===== src/pkg/rxb_pkg.sv =====
// Purpose: Shared constants and types for the receive buffer control block.
// Assumes: 8-bit register port, one system clock.
// Notes: Register offsets are byte addresses on the plain register port.
package rxb_pkg;
    // Register port widths
    localparam int ADDR_W = 8;
    localparam int DATA_W = 8;
    typedef logic [ADDR_W-1:0] rxb_addr_t;
    typedef logic [DATA_W-1:0] rxb_data_t;

    // Register offsets
    localparam rxb_addr_t OFS_BUF0_CTL = 8'h00;
    localparam rxb_addr_t OFS_BUF1_CTL = 8'h01;
    localparam rxb_addr_t OFS_IRQ_STAT = 8'h02;
    localparam rxb_addr_t OFS_IRQ_MASK = 8'h03;
    localparam rxb_addr_t OFS_OP_MODE = 8'h04;

    // Control register fields
    localparam int BIT_FULL = 7;
    localparam int BIT_MODE_HI = 6;
    localparam int BIT_MODE_LO = 5;
    localparam int BIT_RTR_ENH = 5;
    localparam int BIT_UNIMP = 4;
    localparam int BIT_RTR_LEG = 3;
    localparam int BIT_DBEN = 2;
    localparam int BIT_JUMP_TABLE_OFFSET = 1;

    // Interrupt status bits
    localparam int IRQ_BITS = 3;
    localparam int IRQ_RX0 = 0;
    localparam int IRQ_RX1 = 1;
    localparam int IRQ_DROP = 2;

    // Operating modes
    localparam logic [1:0] OPM_LEGACY = 2'h0;
    localparam logic [1:0] OPM_ENH1 = 2'h1;
    localparam logic [1:0] OPM_ENH2 = 2'h2;

    // Receive mode selections, legacy layout
    localparam logic [1:0] RXM_ALL = 2'h3;
    localparam logic [1:0] RXM_EXT = 2'h2;
    localparam logic [1:0] RXM_STD = 2'h1;
    localparam logic [1:0] RXM_FILT = 2'h0;

    // Filters 0 and 1 belong to buffer 0
    localparam logic [4:0] BUF0_FILTERS = 5'h02;

    // Reset values
    localparam logic [1:0] RST_RXM = 2'h0;
    localparam logic [4:0] RST_HIT = 5'h00;
    localparam logic [IRQ_BITS-1:0] RST_IRQ = 3'h0;

    // Frame summary from the protocol engine and filters
    typedef struct packed {
        logic ok;       // Frame received without error
        logic ext;      // Extended identifier frame
        logic rtr;      // Remote transmission request
        logic hit;      // Some acceptance filter matched
        logic [4:0] num; // Number of the matching filter
        logic ext_en;   // Matching filter's extended-id enable
    } rxb_frame_s;
endpackage : rxb_pkg


===== src/logic/rxb_ctrl.sv =====
// Purpose: Buffer-full handshake, receive mode, filter hit and double
//          buffering control for the two dedicated receive buffers.
// Assumes: Frame summary is synchronous and valid for one cycle.
// Notes: Store strobes tell the data path which buffer to load.
`timescale 1ns/1ps

module rxb_ctrl (
    // Clock and reset
    input wire logic clock_i,
    input wire logic sys_rst_i,
    // Register port
    input wire rxb_pkg::rxb_addr_t reg_addr_i,
    input wire rxb_pkg::rxb_data_t reg_wdata_i,
    input wire logic reg_wr_i,
    input wire logic reg_rd_i,
    output rxb_pkg::rxb_data_t reg_rdata_o,
    // Frame summary
    input wire logic frame_valid_i,
    input wire rxb_pkg::rxb_frame_s frame_i,
    // Store strobes to the data path
    output logic store0_o,
    output logic store1_o,
    output logic drop_o,
    // Interrupt
    output logic irq_o
);
    import rxb_pkg::*;

    logic full0_r, full1_r;
    logic seen0_r, seen1_r;
    logic [1:0] rx_mode_lo_r, rx_mode_hi_r;
    logic dben_r;
    logic rtr0_r, rtr1_r;
    logic [4:0] hit0_r, hit1_r;
    logic [1:0] opm_r;
    logic [IRQ_BITS-1:0] irq_stat_r, irq_mask_r;
    logic [IRQ_BITS-1:0] irq_stat_nxt;
    rxb_data_t rdata_nxt;
    logic legacy, acc0, acc1, own0, want0, want1, put0, put1, drop;
    logic wr0, wr1, rd0, rd1, clr0, clr1;

    // Acceptance check for one buffer's mode selection
    function automatic logic accept(input logic leg, input logic [1:0] rxm,
                                    input rxb_frame_s f);
        logic res;
        res = 1'b0;
        if (!leg) begin
            res = rxm[1] | (f.ok & f.hit);
        end else begin
            case (rxm)
                RXM_ALL: res = 1'b1;
                RXM_EXT: res = f.ok & f.hit & f.ext;
                RXM_STD: res = f.ok & f.hit & ~f.ext;
                RXM_FILT: res = f.ok & f.hit & (f.ext == f.ext_en);
                default: res = 1'b0;
            endcase
        end
        return res;
    endfunction : accept

    // Address decode
    assign legacy = (opm_r == OPM_LEGACY);
    assign wr0 = reg_wr_i && (reg_addr_i == OFS_BUF0_CTL);
    assign wr1 = reg_wr_i && (reg_addr_i == OFS_BUF1_CTL);
    assign rd0 = reg_rd_i && (reg_addr_i == OFS_BUF0_CTL);
    assign rd1 = reg_rd_i && (reg_addr_i == OFS_BUF1_CTL);
    // Clear of full honoured only once the buffer has been read
    assign clr0 = wr0 && !reg_wdata_i[BIT_FULL] && seen0_r;
    assign clr1 = wr1 && !reg_wdata_i[BIT_FULL] && seen1_r;

    // Steering of an accepted frame
    always_comb begin
        acc0 = accept(legacy, rx_mode_lo_r, frame_i);
        acc1 = accept(legacy, rx_mode_hi_r, frame_i);
        own0 = frame_i.hit && (frame_i.num < BUF0_FILTERS);
        want0 = frame_valid_i && acc0 && (own0 || (rx_mode_lo_r[1] && !frame_i.hit));
        // Filters 0 and 1 never reach buffer 1 directly
        want1 = frame_valid_i && acc1 && !own0;
        put0 = want0 && !full0_r;
        // Overflow only in legacy mode with double buffering on
        put1 = !put0 && !full1_r &&
               ((want0 && legacy && dben_r) || want1);
        drop = (want0 || want1) && !put0 && !put1;
    end

    // Store strobes, one cycle after the frame
    always_ff @(posedge clock_i) begin
        if (sys_rst_i) begin
            store0_o <= 1'b0;
            store1_o <= 1'b0;
            drop_o <= 1'b0;
        end else begin
            store0_o <= put0;
            store1_o <= put1;
            drop_o <= drop;
        end
    end

    // Full flags; a store can meet a clear once the flag is already low, and the store wins
    always_ff @(posedge clock_i) begin
        if (sys_rst_i) begin
            full0_r <= 1'b0;
            full1_r <= 1'b0;
        end else begin
            if (put0) begin
                full0_r <= 1'b1;
            end else if (clr0) begin
                full0_r <= 1'b0;
            end
            if (put1) begin
                full1_r <= 1'b1;
            end else if (clr1) begin
                full1_r <= 1'b0;
            end
        end
    end

    // Read-seen markers, restarted by each new store
    always_ff @(posedge clock_i) begin
        if (sys_rst_i) begin
            seen0_r <= 1'b0;
            seen1_r <= 1'b0;
        end else begin
            if (put0) begin
                seen0_r <= 1'b0;
            end else if (rd0 && full0_r) begin
                seen0_r <= 1'b1;
            end
            if (put1) begin
                seen1_r <= 1'b0;
            end else if (rd1 && full1_r) begin
                seen1_r <= 1'b1;
            end
        end
    end

    // Frame attributes captured with the full flag
    always_ff @(posedge clock_i) begin
        if (sys_rst_i) begin
            rtr0_r <= 1'b0;
            rtr1_r <= 1'b0;
            hit0_r <= RST_HIT;
            hit1_r <= RST_HIT;
        end else begin
            if (put0) begin
                rtr0_r <= frame_i.rtr;
                hit0_r <= frame_i.num;
            end
            if (put1) begin
                rtr1_r <= frame_i.rtr;
                hit1_r <= frame_i.num;
            end
        end
    end

    // Software-written controls
    always_ff @(posedge clock_i) begin
        if (sys_rst_i) begin
            rx_mode_lo_r <= RST_RXM;
            rx_mode_hi_r <= RST_RXM;
            dben_r <= 1'b0;
            opm_r <= OPM_LEGACY;
            irq_mask_r <= RST_IRQ;
        end else begin
            if (wr0) begin
                rx_mode_lo_r[1] <= reg_wdata_i[BIT_MODE_HI];
                // Lower mode bit is the remote flag in enhanced modes
                if (legacy) begin
                    rx_mode_lo_r[0] <= reg_wdata_i[BIT_MODE_LO];
                    dben_r <= reg_wdata_i[BIT_DBEN];
                end
            end
            if (wr1) begin
                rx_mode_hi_r[1] <= reg_wdata_i[BIT_MODE_HI];
                if (legacy) begin
                    rx_mode_hi_r[0] <= reg_wdata_i[BIT_MODE_LO];
                end
            end
            // Code 3 is not a mode and is ignored
            if (reg_wr_i && reg_addr_i == OFS_OP_MODE &&
                reg_wdata_i[1:0] != 2'h3) begin
                opm_r <= reg_wdata_i[1:0];
            end
            if (reg_wr_i && reg_addr_i == OFS_IRQ_MASK) begin
                irq_mask_r <= reg_wdata_i[IRQ_BITS-1:0];
            end
        end
    end

    // Interrupt status: set beats write-one-to-clear
    always_comb begin
        irq_stat_nxt = irq_stat_r;
        if (reg_wr_i && reg_addr_i == OFS_IRQ_STAT) begin
            irq_stat_nxt = irq_stat_r & ~reg_wdata_i[IRQ_BITS-1:0];
        end
        // Buffer 0 flag cannot stay clear while the buffer is full
        if (put0 || full0_r) begin
            irq_stat_nxt[IRQ_RX0] = 1'b1;
        end
        if (put1) begin
            irq_stat_nxt[IRQ_RX1] = 1'b1;
        end
        if (drop) begin
            irq_stat_nxt[IRQ_DROP] = 1'b1;
        end
    end

    always_ff @(posedge clock_i) begin
        if (sys_rst_i) begin
            irq_stat_r <= RST_IRQ;
        end else begin
            irq_stat_r <= irq_stat_nxt;
        end
    end

    assign irq_o = |(irq_stat_r & irq_mask_r);

    // Read data mux, layouts differ per mode
    always_comb begin
        rdata_nxt = 8'h00;
        case (reg_addr_i)
            OFS_BUF0_CTL: begin
                if (legacy) begin
                    // Jump-table bit mirrors the enable for a shared table
                    rdata_nxt = {full0_r, rx_mode_lo_r, 1'b0, rtr0_r,
                                 dben_r, dben_r, hit0_r[0]};
                end else begin
                    rdata_nxt = {full0_r, rx_mode_lo_r[1], rtr0_r, hit0_r};
                end
            end
            OFS_BUF1_CTL: begin
                if (legacy) begin
                    rdata_nxt = {full1_r, rx_mode_hi_r, 1'b0, rtr1_r,
                                 hit1_r[2:0]};
                end else begin
                    rdata_nxt = {full1_r, rx_mode_hi_r[1], rtr1_r, hit1_r};
                end
            end
            OFS_IRQ_STAT: rdata_nxt = {5'h00, irq_stat_r};
            OFS_IRQ_MASK: rdata_nxt = {5'h00, irq_mask_r};
            OFS_OP_MODE: rdata_nxt = {6'h00, opm_r};
            default: rdata_nxt = 8'h00;
        endcase
    end

    // Read data stand only in the cycle after the strobe
    always_ff @(posedge clock_i) begin
        if (sys_rst_i) begin
            reg_rdata_o <= 8'h00;
        end else if (reg_rd_i) begin
            reg_rdata_o <= rdata_nxt;
        end else begin
            reg_rdata_o <= 8'h00;
        end
    end
endmodule : rxb_ctrl


===== config.mk =====
export PLATFORM = sky130hd
export DESIGN_NAME = rxb_ctrl
export DESIGN_NICKNAME = d
export VERILOG_FILES = /design/src/pkg/rxb_pkg.sv /design/src/logic/rxb_ctrl.sv
export SDC_FILE = /design/constraint.sdc
export NUM_CORES = 1
export LEC_CHECK = 0
export ABC_AREA = 1
export BUFFER_PORTS_ARGS = -buffer_cell sky130_fd_sc_hd__buf_2
export CAP_MARGIN = 20
export CORE_ASPECT_RATIO = 2
export CORE_UTILIZATION = 35
export DETAILED_ROUTE_END_ITERATION = 16
export PLACE_DENSITY = 0.56
export RECOVER_POWER = 100
export SLEW_MARGIN = 20
export SYNTH_ARGS = -nofsm -noshare
export SYNTH_HDL_FRONTEND = slang
export SYNTH_SLANG_ARGS = --single-unit

===== constraint.sdc =====
create_clock -name clock_i -period 2.54 [get_ports clock_i]
set_input_delay 0.254 -clock clock_i [delete_from_list [all_inputs] [get_ports clock_i]]
set_output_delay 0.254 -clock clock_i [all_outputs]
set_load 0.01 [all_outputs]

==> impl_metrics.tcl, run 1 <==
set metrics [dict create \
    outcome "complete, no violations" \
    ant_nets 0 \
    power.internal_mw 0.983 \
    place_ws_ns 0.771 \
    fp.dieH_um 106 \
    yosysUniqueCellTypes 26 \
    avgSynthCellArea_um2 6.83 \
    setup_tns_ns 0 \
    seq_area_frac_synth 0.424 \
    max-cap-violations 0 \
    synth-edff-count 0 \
    via_count 1927 \
    grt_antenna_before_repair 0 \
    grt_use_total 0.214 \
    fin_crit_sh 0.794 \
    cts_setup_buffers 0 \
    final_core_util 0.429 \
    drc 0 \
    max_freq_mhz 496 \
    fin_skew_ns 0.00798 \
    comb_power_share 0.066 \
    setup_viol 0 \
    ir_drop_v 0.000511 \
    cp_common_cell "nand2_1" \
    ctsLongestPathBuffers 2 \
    critPathMaxFanout 11 \
    synthArstFlopShare 0 \
    worstPathRequired_ns 2.74 \
    syn_area_um2 1890 \
    cp-start-kind "flip-flop" \
    synthAdderAreaFrac 0 \
    slowest_stage "clkinv_1" \
    synthFlopType "dfxtp_1" \
    p_clk_frac 0.438 \
    arrival_ns 2.22 \
    die_x_um 54.0 \
    cts_repair_resize_count 0 \
    worstMarginPinSlew_ns 0.577 \
    cp-end-kind "flip-flop" \
    synth_top_family_by_area "simple AND/OR/NAND/NOR gates" \
    path_cells "inv_1 > nand2_1 > clkinv_1 > nor3_1 > nor2_1 > nand2_1 > nand2_1 > nand2_1 > nor2_4 > nand2_1 > nand2_1" \
    synth_simple_gate_area_frac 0.341 \
    routed_via_density 5.07 \
    hold_viol_final 0 \
    slew_viol_final 0 \
    grt_first_pass_wirelength_um 8650 \
    cts_tree "yes" \
    cpLargestDelayFamily "simple AND/OR/NAND/NOR gates" \
    syn2layout_area_growth_pct 17.5 \
    ctsHoldBuffers 0 \
    powerDensity_nw_per_um2 575 \
    wl_per_cell_um 14.1 \
    holdWs_ns 0.166 \
    cts.htree.levels 2 \
    synth_xor_area_frac 0 \
    first_pass_iters 4 \
    io-pin-count 43 \
    fillers 605 \
    crit_buf_inv 2 \
    synth.area.mux_share 0 \
    placed_area_um2 2150 \
    synth_warnings 0 \
    min_period_ns 2.02 \
    diodes 0 \
    ys_ff_latch 40 \
    io_buffers 40 \
    cpPeakStageDelay_ns 0.38 \
    gp_congestion 0.809 \
    overflow 0 \
    die_area_um2 5720 \
    grt_max_degree 20 \
    timing_worst_setup_path_type "flip-flop to flip-flop" \
    swShare 0.231 \
    insertion_delay_ns 0.31 \
    worst_hold_path_type "primary input to flip-flop" \
    synth_cells 277 \
    synth_nets 308 \
    relSlewSlack 0.614 \
    cts-buffers-inserted 5 \
    core_um2 5180 \
    cts_root_buffer "clkbuf_8" \
    drive_gt1_frac 0.146 \
    leakage_nw 0.983 \
    routed_wl_um 5370 \
    rsz0062_at_grt "no" \
    numClockSinks 40 \
    synth_compound_area_frac 0.145 \
    drt-initial-drc-count 42 \
    start_util 0.365 \
    clk_pin_slew_ns 0.08 \
    p_sw_mw 0.295 \
    post-dp-hpwl_um 4130 \
    setup_ws_ns 0.523 \
    finalNetCount 352 \
    seqPwrFrac 0.496 \
    grt_pass1_vias 1880 \
    num_rows 37 \
    fin_area_um2 2220 \
]
-- synthesized netlist by cell type, drive strengths merged, types with 2 or more instances --
cell	number	area, um^2
a211oi	2	15.0
a21oi	22	110
buf	2	16.3
clkbuf	2	7.51
clkinv	3	11.3
dfxtp	40	801
inv	36	135
nand2	82	328
nand3	27	150
nand3b	2	15.0
nor2	24	115
nor3	5	25.0
o21ai	24	120
-- per-layer routing --
layer | wire length [um] | global-route usage
met1 | 2010 | 0.209
met2 | 2900 | 0.378
met3 | 183 | 0.0429
met4 | 276 | 0.137
met5 | 0 | 0
-- flip-flops by register name (all words and copies together) (netlist names) --
name          count
reg_rdata_o       8
hit0_r            5
hit1_r            5
irq_mask_r        3
irq_stat_r        3
opm_r             2
rx_mode_hi_r      2
rx_mode_lo_r      2
dben_r            1
drop_o            1
full0_r           1
full1_r           1
rtr0_r            1
rtr1_r            1
seen0_r           1
seen1_r           1
store0_o          1
store1_o          1
-- final cells by class --
class | count | area, um^2 | share of cell area
repair buffers | 41 | 191 | 0.0861
flip-flops and latches | 40 | 801 | 0.360
well taps | 58 | 72.6 | 0.0327
clock buffers | 6 | 82.6 | 0.0372
inverters | 39 | 146 | 0.0659
clock inverters | 2 | 38.8 | 0.0175
multi-input cells | 194 | 890 | 0.400
-- cell usage in the layout (no fill, tap or decap) --
cell,netlist,routed
a211oi_1,2,2
a21oi_1,22,22
a31oi_1,1,1
buf_2,1,27
buf_4,0,1
bufinv_16,0,1
clkbuf_1,2,13
clkbuf_8,0,6
clkinv_1,3,3
clkinv_4,0,1
dfxtp_1,40,40
inv_1,33,34
inv_2,3,2
nand2_1,74,77
nand2_2,8,5
nand3_1,24,25
nand3_2,3,2
nand3b_1,2,2
nand4_1,1,1
nor2_1,20,23
nor2_4,3,1
nor3_1,5,5
o211ai_1,1,1
o21ai_0,23,24
o22ai_1,1,1
o41ai_1,1,1
or2_2,1,1
-- worst min-delay path, stage by stage --
cell and delay (ns):
buf_2 0.09, nand2_1 0.04, o21ai_0 0.05
-- path summary, 6_finish.rpt --
path	from	end	slack (ns)	cells past startpoint
worst min register to register	opm_r[0]	opm_r[0]	0.45	2
worst max-delay path	opm_r[1]	full1_r	0.52	11
worst max register to register	opm_r[1]	full1_r	0.52	11
worst min-delay path	frame_i[1]	hit0_r[0]	0.17	3
-- through the flow --
| stage | power [mW] | cells |
|---|---|---|
| final | 1.28 | 380 |
| after floorplan | 0.694 | 277 |
| after CTS | 1.29 | 380 |
| after detailed placement | 0.737 | 372 |
| after global placement | 0.737 | 372 |
| after global routing | 1.33 | 380 |
-- logic make-up (layout without fill, tap and decap cells) --
logic type	Yosys count	after routing
flops	40	40
simple gates	142	142
buf+inv	43	88
compound gates	52	52
-- power groups by stage --
stage	Combinational, mW	Clock [mW]	Sequential (mW)
finish	0.0848	0.559	0.634
CTS	0.0886	0.570	0.634
floorplan	0.0454	0	0.649
detailed placement	0.0881	0	0.649
global placement	0.0878	0	0.649
global route	0.0971	0.594	0.635
Note: power is estimated with default switching activity, not from simulation.
==> inputs of run 2 (changes only) <==
--- a/config.mk
+++ b/config.mk
@@ -11,7 +11,7 @@
 export CORE_ASPECT_RATIO = 2
 export CORE_UTILIZATION = 35
 export DETAILED_ROUTE_END_ITERATION = 16
-export PLACE_DENSITY = 0.56
+export PLACE_DENSITY = 0.58
 export RECOVER_POWER = 100
 export SLEW_MARGIN = 20
 export SYNTH_ARGS = -nofsm -noshare
==> constraint.sdc (replaced) <==
create_clock -name clock_i -period 1.66 [get_ports clock_i]
set_input_delay 0.166 -clock clock_i [delete_from_list [all_inputs] [get_ports clock_i]]
set_output_delay 0.166 -clock clock_i [all_outputs]
set_load 0.01 [all_outputs]
==> impl_metrics.tcl, run 2 (same netlist as run 1, synthesis figures left out) <==
set metrics [dict create \
    outcome "complete, no violations" \
    fillers 612 \
    fin_crit_sh 0.889 \
    clk_pin_slew_ns 0.08 \
    gp_congestion 0.814 \
    routed_via_density 5.07 \
    diodes 0 \
    via_count 1947 \
    cpLargestDelayFamily "simple AND/OR/NAND/NOR gates" \
    io_buffers 40 \
    path_cells "inv_2 > nand2_2 > nand3_2 > nand2_1 > nor2_4 > nand2_1 > nand2_1 > nand2_2 > nor2_4 > nand2_1 > nand2_1" \
    critPathMaxFanout 8 \
    cts_root_buffer "clkbuf_8" \
    arrival_ns 1.72 \
    crit_buf_inv 1 \
    io-pin-count 43 \
    cts_setup_buffers 0 \
    cp-start-kind "flip-flop" \
    cp-end-kind "flip-flop" \
    fin_skew_ns 0.00631 \
    worstPathRequired_ns 1.91 \
    cp_common_cell "nand2_1" \
    cpPeakStageDelay_ns 0.31 \
    slew_viol_final 0 \
    cts_repair_resize_count 0 \
    worstMarginPinSlew_ns 0.352 \
    start_util 0.365 \
    numClockSinks 40 \
    fp.dieH_um 106 \
    grt_use_total 0.210 \
    worst_hold_path_type "primary input to flip-flop" \
    finalNetCount 357 \
    grt_pass1_vias 1831 \
    timing_worst_setup_path_type "flip-flop to flip-flop" \
    num_rows 37 \
    grt_first_pass_wirelength_um 8490 \
    die_area_um2 5720 \
    largest_register_ff_count 8 \
    top_register "reg_rdata_o" \
    mostFrequentLayoutCell "nand2_1" \
    first_pass_iters 4 \
    most-common-layout-cells "77 x nand2_1, 40 x dfxtp_1, 33 x inv_1" \
    ir_drop_v 0.000653 \
    relSlewSlack 0.763 \
    syn2layout_area_growth_pct 18.5 \
    post-dp-hpwl_um 4130 \
    drc 0 \
    insertion_delay_ns 0.30 \
    routed_wl_um 5240 \
    leakage_nw 0.987 \
    overflow 0 \
    drive_gt1_frac 0.169 \
    die_x_um 54.0 \
    cts-buffers-inserted 5 \
    setup_tns_ns 0 \
    hold_viol_final 0 \
    ctsLongestPathBuffers 2 \
    grt_max_degree 14 \
    rsz0062_at_grt "no" \
    setup_viol 0 \
    ctsHoldBuffers 0 \
    final_core_util 0.432 \
    cts.htree.levels 2 \
    cts_tree "yes" \
    wl_per_cell_um 13.6 \
    max-cap-violations 0 \
    grt_antenna_before_repair 0 \
    reg_top3 "reg_rdata_o: 8 flops, hit0_r: 5 flops, hit1_r: 5 flops" \
    slowest_stage "dfxtp_1" \
    max_freq_mhz 678 \
    min_period_ns 1.48 \
    core_um2 5180 \
    drt-initial-drc-count 50 \
    ant_nets 0 \
    powerDensity_nw_per_um2 774 \
]
[run 2: cell count changes in the layout (fill, tap and decap cells not counted)]
| cell | delta |
|---|---|
| buf_4 | +5 |
| bufinv_16 | -1 |
| clkinv_4 | -1 |
| clkinvlp_4 | +1 |
| inv_2 | +1 |
| nand3_1 | -1 |
| inv_1 | -1 |
| nand3_2 | +1 |
| nor2_1 | -2 |
| nor2_4 | +2 |
| clkinv_2 | +1 |
| clkbuf_8 | -1 |
[run 2: report_power, final]
| part | switching, mW | internal (mW) | total [mW] |
|---|---|---|---|
| combinational | 0.0853 | 0.0493 | 0.135 |
| clock | 0.345 | 0.285 | 0.630 |
| sequential | 0.00412 | 0.966 | 0.970 |
[run 2: metal layers]
| layer | global-route usage | wire, um |
|---|---|---|
| met1 | 0.215 | 1890 |
| met2 | 0.362 | 2890 |
| met3 | 0.0343 | 217 |
| met4 | 0.143 | 242 |
| met5 | 0 | 0 |
[run 2: worst register-to-register path: stages, from the launching register on]
cell     delay [ns]
dfxtp_1        0.31
inv_2          0.06
nand2_2        0.10
nand3_2        0.07
nand2_1        0.08
nor2_4         0.14
nand2_1        0.09
nand2_1        0.08
nand2_2        0.08
nor2_4         0.22
nand2_1        0.13
nand2_1        0.07
[run 2: path summary, 6_finish.rpt]
check / startpoint / to / slack (ns) / depth (start not counted)
max: opm_r[1] / full1_r / 0.18 / 11
min: frame_i[1] / hit0_r[0] / 0.09 / 3
max reg2reg: opm_r[1] / full1_r / 0.18 / 11
min reg2reg: opm_r[0] / opm_r[0] / 0.47 / 2
[run 2: metrics by stage]
stage | setup slack, ns | hold WS, ns | instances | power (mW) | instance area, um^2
after CTS | 0.184 | 0.0866 | 384 | 1.76 | 2270
after global routing | 0.0402 | 0.108 | 384 | 1.81 | 2240
final | 0.184 | 0.0934 | 384 | 1.73 | 2240
after floorplan | 0.356 | 0.269 | 277 | 1.06 | 1890
after detailed placement | 0.0809 | 0.399 | 377 | 1.13 | 2180
after global placement | 0.103 | 0.390 | 377 | 1.13 | 2180
[run 2: cell type report]
| type | count | area, um^2 | area share |
|---|---|---|---|
| inverter | 39 | 146 | 0.0654 |
| timing repair buffer | 46 | 229 | 0.102 |
| tap | 58 | 72.6 | 0.0324 |
| clock inverter | 2 | 12.5 | 0.00559 |
| multi-input combinational | 194 | 910 | 0.406 |
| sequential | 40 | 801 | 0.358 |
| clock buffer | 5 | 68.8 | 0.0307 |
